### src/inc/dpr_cfg.svh
// Timing constants and pin widths for the dual-port RAM port controller
// Operation
// Write happens during chip select and write overlap
// Select RAM or semaphore, hold through write
// Late select after write keeps outputs off
// With output enable low, lengthen write pulse
// Change address only with write inactive
// Never drive data while device drives pins
// Semaphore read shows flag on all lines
// Contended semaphore release grants exactly one side
// Earlier port by setup time wins conflict
// Close arrivals give busy to one port
// Busy asserts and releases within 10 ns
// Busy delay only for opposite-port write
// Read data valid after last access delay
// Outputs follow last enable on, first off
// Busy blocks the port's write until high
// Hold write 8 ns after busy releases
// Slave busy input inhibits write from start
// Written data reaches far port within 22 ns
// Device ignores writes while driving busy low
// Conflict only with both selects and match
`ifndef DPR_CFG_SVH
`define DPR_CFG_SVH
`define DPR_CLK_PS 5000
`define DPR_ADDR_W 17
`define DPR_DATA_W 36
`define DPR_BE_W 4
`define DPR_WP_PS 8000
`define DPR_WZ_PS 4000
`define DPR_DW_PS 6000
`define DPR_WP_CYC (((`DPR_WP_PS) + (`DPR_CLK_PS) - 1) / (`DPR_CLK_PS))
`define DPR_WZDW_CYC (((`DPR_WZ_PS) + (`DPR_DW_PS) + (`DPR_CLK_PS) - 1) / (`DPR_CLK_PS))
`define DPR_WH_PS 8000
`define DPR_WH_CYC (((`DPR_WH_PS) + (`DPR_CLK_PS) - 1) / (`DPR_CLK_PS))
`define DPR_RD_PS 22000
`define DPR_RD_CYC (((`DPR_RD_PS) + (`DPR_CLK_PS) - 1) / (`DPR_CLK_PS))
`define DPR_HZ_PS 4000
`define DPR_HZ_CYC (((`DPR_HZ_PS) + (`DPR_CLK_PS) - 1) / (`DPR_CLK_PS))
`define DPR_CNT_W 4
`endif

### src/inc/dpr_pkg.sv
// Types shared by the dual-port RAM port controller
`include "dpr_cfg.svh"
package dpr_pkg;
  typedef enum logic [1:0] {DPR_IDLE, DPR_SETUP, DPR_PULSE, DPR_RECOVER} dpr_phase_e;
  typedef struct packed {
    logic [`DPR_ADDR_W-1:0] addr;
    logic [`DPR_DATA_W-1:0] data;
    logic [`DPR_BE_W-1:0] be;
    logic write;
    logic semaphore_select_n;
  } dpr_req_s;
  typedef struct packed {
    logic [`DPR_ADDR_W-1:0] addr;
    logic chipSelN;
    logic semSelN;
    logic writeNotRead;
    logic outEnN;
    logic [`DPR_BE_W-1:0] byteLaneSelN;
  } dpr_pins_s;
  typedef logic [`DPR_CNT_W-1:0] dpr_cnt_t;
endpackage

### src/core/dpr_timer.sv
// Down-counter that flags when a loaded cycle count has run out
`timescale 1ns/1ps
module dpr_timer (
  input wire logic clk,
  input wire logic rstn,
  input wire logic load,
  input wire dpr_pkg::dpr_cnt_t loadVal,
  output logic done
);
  dpr_pkg::dpr_cnt_t cnt_reg;
  dpr_pkg::dpr_cnt_t cnt_next;

  // Load wins, otherwise count down to zero
  always_comb begin
    cnt_next = cnt_reg;
    if (load) begin
      cnt_next = loadVal;
    end else if (cnt_reg != '0) begin
      cnt_next = cnt_reg - 1'b1;
    end
  end

  // Register the count
  always_ff @(posedge clk) begin
    if (!rstn) begin
      cnt_reg <= '0;
    end else begin
      cnt_reg <= cnt_next;
    end
  end

  // Done decodes the register only, so a load that depends on it forms no loop
  assign done = (cnt_reg == '0);
endmodule

### src/core/dpr_host.sv
// Host controller for one port of an asynchronous dual-port RAM
`timescale 1ns/1ps
`include "dpr_cfg.svh"
module dpr_host (
  input wire logic clk,
  input wire logic rstn,
  input wire logic reqValid,
  output logic reqReady,
  input wire dpr_pkg::dpr_req_s req,
  output logic rspValid,
  output logic [`DPR_DATA_W-1:0] rspData,
  output logic rspSemFlag,
  output logic rspBusyHit,
  output dpr_pkg::dpr_pins_s pins,
  input wire logic [`DPR_DATA_W-1:0] dataIn,
  output logic [`DPR_DATA_W-1:0] dataOut,
  output logic dataOe,
  input wire logic busyN
);
  localparam dpr_pkg::dpr_cnt_t SETUP_CYC = dpr_pkg::dpr_cnt_t'(`DPR_HZ_CYC);
  localparam int PULSE_RAW = (`DPR_WZDW_CYC > `DPR_WP_CYC) ? `DPR_WZDW_CYC : `DPR_WP_CYC;
  localparam dpr_pkg::dpr_cnt_t PULSE_CYC = dpr_pkg::dpr_cnt_t'(PULSE_RAW);
  localparam dpr_pkg::dpr_cnt_t HOLD_CYC = dpr_pkg::dpr_cnt_t'(`DPR_WH_CYC);
  localparam dpr_pkg::dpr_cnt_t READ_CYC = dpr_pkg::dpr_cnt_t'(`DPR_RD_CYC);

  dpr_pkg::dpr_phase_e phase_reg;
  dpr_pkg::dpr_phase_e phase_next;
  dpr_pkg::dpr_req_s cur_reg;
  dpr_pkg::dpr_req_s cur_next;
  logic [`DPR_DATA_W-1:0] rd_reg;
  logic [`DPR_DATA_W-1:0] rd_next;
  logic hit_reg;
  logic hit_next;
  logic valid_reg;
  logic valid_next;
  logic timerLoad;
  dpr_pkg::dpr_cnt_t timerVal;
  logic timerDone;
  logic strobe;

  // Shared wait counter for every timed phase
  dpr_timer u_timer (
    .clk(clk),
    .rstn(rstn),
    .load(timerLoad),
    .loadVal(timerVal),
    .done(timerDone)
  );

  // Phase sequencing of one access
  always_comb begin
    phase_next = phase_reg;
    cur_next = cur_reg;
    rd_next = rd_reg;
    hit_next = hit_reg;
    valid_next = 1'b0;
    timerLoad = 1'b0;
    timerVal = SETUP_CYC;
    case (phase_reg)
      dpr_pkg::DPR_IDLE: begin
        if (reqValid) begin
          cur_next = req; // Address moves only here, all strobes high
          hit_next = 1'b0;
          phase_next = dpr_pkg::DPR_SETUP;
          timerLoad = 1'b1;
          timerVal = SETUP_CYC; // Let device drivers turn off first
        end
      end
      dpr_pkg::DPR_SETUP: begin
        if (timerDone) begin
          phase_next = dpr_pkg::DPR_PULSE;
          timerLoad = 1'b1;
          timerVal = cur_reg.write ? PULSE_CYC : READ_CYC; // Pulse width, read wait
        end
      end
      dpr_pkg::DPR_PULSE: begin
        if (!busyN) begin
          hit_next = 1'b1; // Lost arbitration, stretch the strobe
          timerLoad = 1'b1;
          timerVal = cur_reg.write ? HOLD_CYC : READ_CYC; // Restart after busy clears
        end else if (timerDone) begin
          rd_next = dataIn;
          valid_next = 1'b1;
          phase_next = dpr_pkg::DPR_RECOVER;
        end
      end
      dpr_pkg::DPR_RECOVER: begin
        phase_next = dpr_pkg::DPR_IDLE; // Write strobe high for one cycle while the selects stay low, then idle
      end
      default: begin
        phase_next = dpr_pkg::DPR_IDLE;
      end
    endcase
  end

  // Register the access state
  always_ff @(posedge clk) begin
    if (!rstn) begin
      phase_reg <= dpr_pkg::DPR_IDLE;
      cur_reg <= '0;
      rd_reg <= '0;
      hit_reg <= 1'b0;
      valid_reg <= 1'b0;
    end else begin
      phase_reg <= phase_next;
      cur_reg <= cur_next;
      rd_reg <= rd_next;
      hit_reg <= hit_next;
      valid_reg <= valid_next;
    end
  end

  // Pin drive: select before write, one select at a time
  assign strobe = (phase_reg == dpr_pkg::DPR_PULSE);
  always_comb begin
    pins.addr = cur_reg.addr;
    pins.chipSelN = !((phase_reg != dpr_pkg::DPR_IDLE) && !cur_reg.semaphore_select_n);
    pins.semSelN = !((phase_reg != dpr_pkg::DPR_IDLE) && cur_reg.semaphore_select_n);
    pins.writeNotRead = !(strobe && cur_reg.write); // Write pulse inside select
    pins.outEnN = !((phase_reg != dpr_pkg::DPR_IDLE) && !cur_reg.write);
    pins.byteLaneSelN = (phase_reg != dpr_pkg::DPR_IDLE) ? ~cur_reg.be : '1;
  end

  // Drive data only in the write pulse, after the turnoff wait
  assign dataOe = strobe && cur_reg.write;
  assign dataOut = cur_reg.data;
  assign reqReady = (phase_reg == dpr_pkg::DPR_IDLE);
  assign rspValid = valid_reg;
  assign rspData = rd_reg;
  assign rspSemFlag = rd_reg[0]; // Flag repeats on every line
  assign rspBusyHit = hit_reg;

  // Never drive data while output enable is asserted
  property p_no_contention;
    @(posedge clk) disable iff (!rstn) dataOe |-> pins.outEnN;
  endproperty
  a_no_contention: assert property (p_no_contention) else $error("data driven with oe low");

  // Exactly one select while an access is active
  property p_one_select;
    @(posedge clk) disable iff (!rstn) (phase_reg != dpr_pkg::DPR_IDLE) |->
      (pins.chipSelN != pins.semSelN);
  endproperty
  a_one_select: assert property (p_one_select) else $error("bad select pair");

  // Address stable while write strobe low
  property p_addr_stable;
    @(posedge clk) disable iff (!rstn) (!pins.writeNotRead && !$past(pins.writeNotRead)) |->
      $stable(pins.addr);
  endproperty
  a_addr_stable: assert property (p_addr_stable) else $error("address moved in write");

  // Write strobe never starts before select
  property p_select_first;
    @(posedge clk) disable iff (!rstn) $fell(pins.writeNotRead) |->
      (!$past(pins.chipSelN) || !$past(pins.semSelN));
  endproperty
  a_select_first: assert property (p_select_first) else $error("write before select");

  // Write pulse lasts at least the widened width
  property p_pulse_width;
    @(posedge clk) disable iff (!rstn) $fell(pins.writeNotRead) |-> !pins.writeNotRead [*3];
  endproperty
  a_pulse_width: assert property (p_pulse_width) else $error("write pulse too short");

  // Busy low keeps the write strobe asserted
  property p_busy_hold;
    @(posedge clk) disable iff (!rstn) (!busyN && !pins.writeNotRead) |=> !pins.writeNotRead;
  endproperty
  a_busy_hold: assert property (p_busy_hold) else $error("write released under busy");

  // After busy releases, write held at least the hold time
  property p_hold_after_busy;
    @(posedge clk) disable iff (!rstn) ($rose(busyN) && !pins.writeNotRead) |->
      !pins.writeNotRead [*2];
  endproperty
  a_hold_after_busy: assert property (p_hold_after_busy) else $error("write hold short");

  // Read answer only after the full far-port delay
  property p_read_wait;
    @(posedge clk) disable iff (!rstn) ($rose(strobe) && !cur_reg.write) |-> !rspValid [*5];
  endproperty
  a_read_wait: assert property (p_read_wait) else $error("read answered early");
endmodule

### config.mk
export PLATFORM = sky130hd
export DESIGN_NAME = dpr_host
export DESIGN_NICKNAME = d
export VERILOG_FILES = /design/src/inc/dpr_pkg.sv /design/src/core/dpr_timer.sv /design/src/core/dpr_host.sv
export VERILOG_INCLUDE_DIRS = /design/src /design/src/inc
export SDC_FILE = /design/constraint.sdc
export NUM_CORES = 1
export LEC_CHECK = 0
export ABC_AREA = 1
export BUFFER_PORTS_ARGS = -buffer_cell sky130_fd_sc_hd__clkbuf_2
export CAP_MARGIN = 20
export CELL_PAD_IN_SITES_DETAIL_PLACEMENT = 1
export CELL_PAD_IN_SITES_GLOBAL_PLACEMENT = 2
export CORE_MARGIN = 1
export CORE_UTILIZATION = 22
export CTS_CLUSTER_DIAMETER = 200
export CTS_CLUSTER_SIZE = 20
export DETAILED_ROUTE_END_ITERATION = 16
export HOLD_SLACK_MARGIN = 0.03
export PLACE_DENSITY = 0.79
export REMOVE_ABC_BUFFERS = 1
export SLEW_MARGIN = 20
export SYNTH_ARGS = -nofsm -noshare
export SYNTH_HDL_FRONTEND = slang
export SYNTH_SLANG_ARGS = --single-unit
export TNS_END_PERCENT = 20
### constraint.sdc
create_clock -name clk -period 1.3 [get_ports clk]
set_input_delay 0.13 -clock clk [delete_from_list [all_inputs] [get_ports clk]]
set_output_delay 0.13 -clock clk [all_outputs]
set_load 0.03 [all_outputs]
==> key figures <==
Run status
  – Outcome: finished, violations left
  – Failing checks: setup timing

STA
  – Final WS setup: -0.211 ns
  – # setup viols final: 94
  – Final worst path period need: about 1.5 ns
  – Maximum clock rate: 0.662 GHz
  – Worst slew margin: 71.1%
  – Slew @ Worst Pin: between 0.4 and 0.5 ns
  – Pins over their slew limit: 0
  – Hold Vio Cnt, Final: 0
  – Fin crit share: 116%
  – RSZ-0062 raised after global routing: yes
  – Final clock skew: 0.00789 ns

Worst setup path
  – CP Launch Type: flop
  – Worst-path fanout max: 3
  – Setup Crit Path Kind: reg2out
  – CP arrival: between 1 and 1.5 ns
  – Worst EP required: 1.17 ns
  – CP Capture Type: primary output

Job
  – Max-cap viol count: 0

Logic synthesis
  – Yosys top cell area share: 47.7%
  – Cells after Synth: ~560
  – Synthesized area: between 4000 and 5000 sq um
  – Distinct cells, synth: 27
  – EDFF count, synth: 0
  – Seq/Total Area, Yosys: 47.7%
  – Yosys warning count: 0
  – Mapped Avg Cell Area: 7.79 sq um
  – Dominant cells by area after synthesis: dfxtp_1, nor2_1, buf_4
  – Cell with the most instances after synthesis: nor2_1
  – Post-synth top area cell: dfxtp_1
  – Post-synth ARST share: 0%
  – Synth top cells by count: nor2_1, dfxtp_1, o21ai_0, buf_4, inv_1
  – Synth Register Bits: 103
  – Main synth FF type: dfxtp_1

GRT
  – Initial antenna violation count: 0
  – Vias in the first global route: between 4000 and 5000
  – Largest net degree at the start of global routing: 47
  – Gr usage total: 14.3%
  – First-pass GRT wire length: 22300 um
  – GRT overflow: 0

Power and ir drop
  – Clk pwr share: 22.8%
  – Leakage: between 3 and 4 nW
  – Psw: 5.69 mW
  – PnR Total Power: roughly 14 mW
  – Worst-case vdd ir drop: 0.000681 V
  – Flop pwr share: ~30%
  – Switching Fraction: 39.9%
  – Pwr/cell area: around 2100 nW/um^2
  – Logic pwr share: 47.2%
  – Internal Pwr Total: roughly 8.6 mW

Detailed routing
  – First-pass DRT Iterations: 4
  – Vias: approximately 4200
  – Via-per-instance ratio: 4.06
  – DRT Wirelength: around 15000 um
  – Final ANT Viol Nets: 0
  – Drt drc: 0
  – Initial DRC count: ~70
  – Wire per inst: approximately 14 um

Finish
  – Ant. Diodes: 0
  – Layout cell share with drive strength beyond 1: around 46%
  – Filler cells: about 2300
  – Post-route cell area: around 6800 sq um
  – NumNets Final: ~870
  – Final cell count without fillers: 1031
  – Synthesis-to-layout area growth: 56.8%

Clock tree
  – CTS tree: done
  – Clock Latency Late Sink: between 0.3 and 0.4 ns
  – Clock tree buffer depth: 2
  – CTS root buf: clkbuf_16
  – CTS clock-pin slew for the worst setup and hold paths: 0.07 ns
  – CTS HTree Levels: 3
  – Cts bufs inserted: 9
  – Sink Count: about 100

Place
  – HPWL Detailed: 9730 um
  – Dpl cells: 967
  – GPL Wtd Cong: about 0.77
  – Placed inst area: around 5400 sq um
  – PortBufs: 200

Floorplan
  – Die H: between 100 and 150 um
  – Core Area: roughly 19000 sq um
  – Initial Util: between 20% and 30%
  – # rows: 50
  – Die ar.: about 20000 sq um
  – Die X: approximately 140 um
  – Num ports: around 200

Worst hold path
  – Min-Delay Path Class: in2reg
-- final timing paths --
path	start	endpoint	slack, ns	cells past startpoint
min reg2reg	rspData[8]	rspData[8]	0.44	2
max reg2reg	phase_reg[1]	u_timer.cnt_reg[2]	-0.17	12
max	phase_reg[1]	pins[7]	-0.21	5
min	req[49]	pins[15]	0.04	3
-- logic make-up after synthesis --
logic type                 share of synthesized area (%)
xor gates and xnor gates                           0.203
adders and majority gates                           1.74
and+or+nand+nor                                     16.1
AOI/OAI and AO/OA                                   16.1
DFF                                                 47.7
buffers and inverters                               18.1
-- layout make-up --
class,instances,area (sq um),share of cell area [%]
clock buffer,11,253,3.73
inverter,53,223,3.29
clock inverter,5,104,1.53
sequential,103,2070,30.5
multi-input combinational,315,1780,26.3
timing repair buffer,284,2030,29.9
tap,260,325,4.80
-- repair_timing --
action,in CTS,in global routing
endpoints found under the hold margin,35,1
setup buffers,6,2
gates resized for setup,96,99
hold buffers,35,1
cloned,3,2
setup endpoints to repair,108,112
pin swaps,3,9
-- power by group through the flow --
stage | clock (mW) | sequential (mW) | combinational, mW
detailed placement | 0 | 4.27 | 5.18
global route | 3.48 | 4.37 | 7.27
floorplan | 0 | 5.38 | 2.00
global placement | 0 | 4.24 | 5.15
CTS | 3.36 | 4.22 | 6.19
finish | 3.25 | 4.27 | 6.73
-- worst max-delay path, cell delays in order, from the launching register on --
cell and delay (ns):
dfxtp_4 0.37, inv_4 0.05, ha_4 0.16, buf_6 0.11, or2_4 0.22, buf_8 0.13
-- metrics by stage --
step           hold slack (ns)  utilization [%]  setup TNS (ns)  setup slack (ns)
6_report                0.0358             35.8           -7.31            -0.211
5_1_grt                 0.0458             35.8          -15.52            -0.270
4_1_cts                 0.0302             34.2           -7.35            -0.244
3_5_place_dp             0.389             28.5           -8.78            -0.195
3_3_place_gp             0.381             28.5           -4.86            -0.144
2_1_floorplan            0.241                -          -83.95             -1.18
-- placed cells by master, fill, tap and decap left out, types with 19 or more instances in the layout --
cell type      netlist  routed
clkbuf_2             0     190
nor2_1             126     101
dfxtp_1            103     101
o21ai_1             31      55
inv_1               50      44
a21oi_1             39      39
dlygate4sd3_1        0      36
o21ai_2              2      29
buf_4               56      27
nor2_2               1      19
-- layer usage --
metal  share of wire (%)  vias up  GRT usage, %
met5                   0        -             0
met4                0.93        0          3.79
met3                 4.4        7          3.67
met2                  53       83          26.1
met1                  42     1966          16.4
li1                    -     2128             -
(Power assumes the default switching activity.)
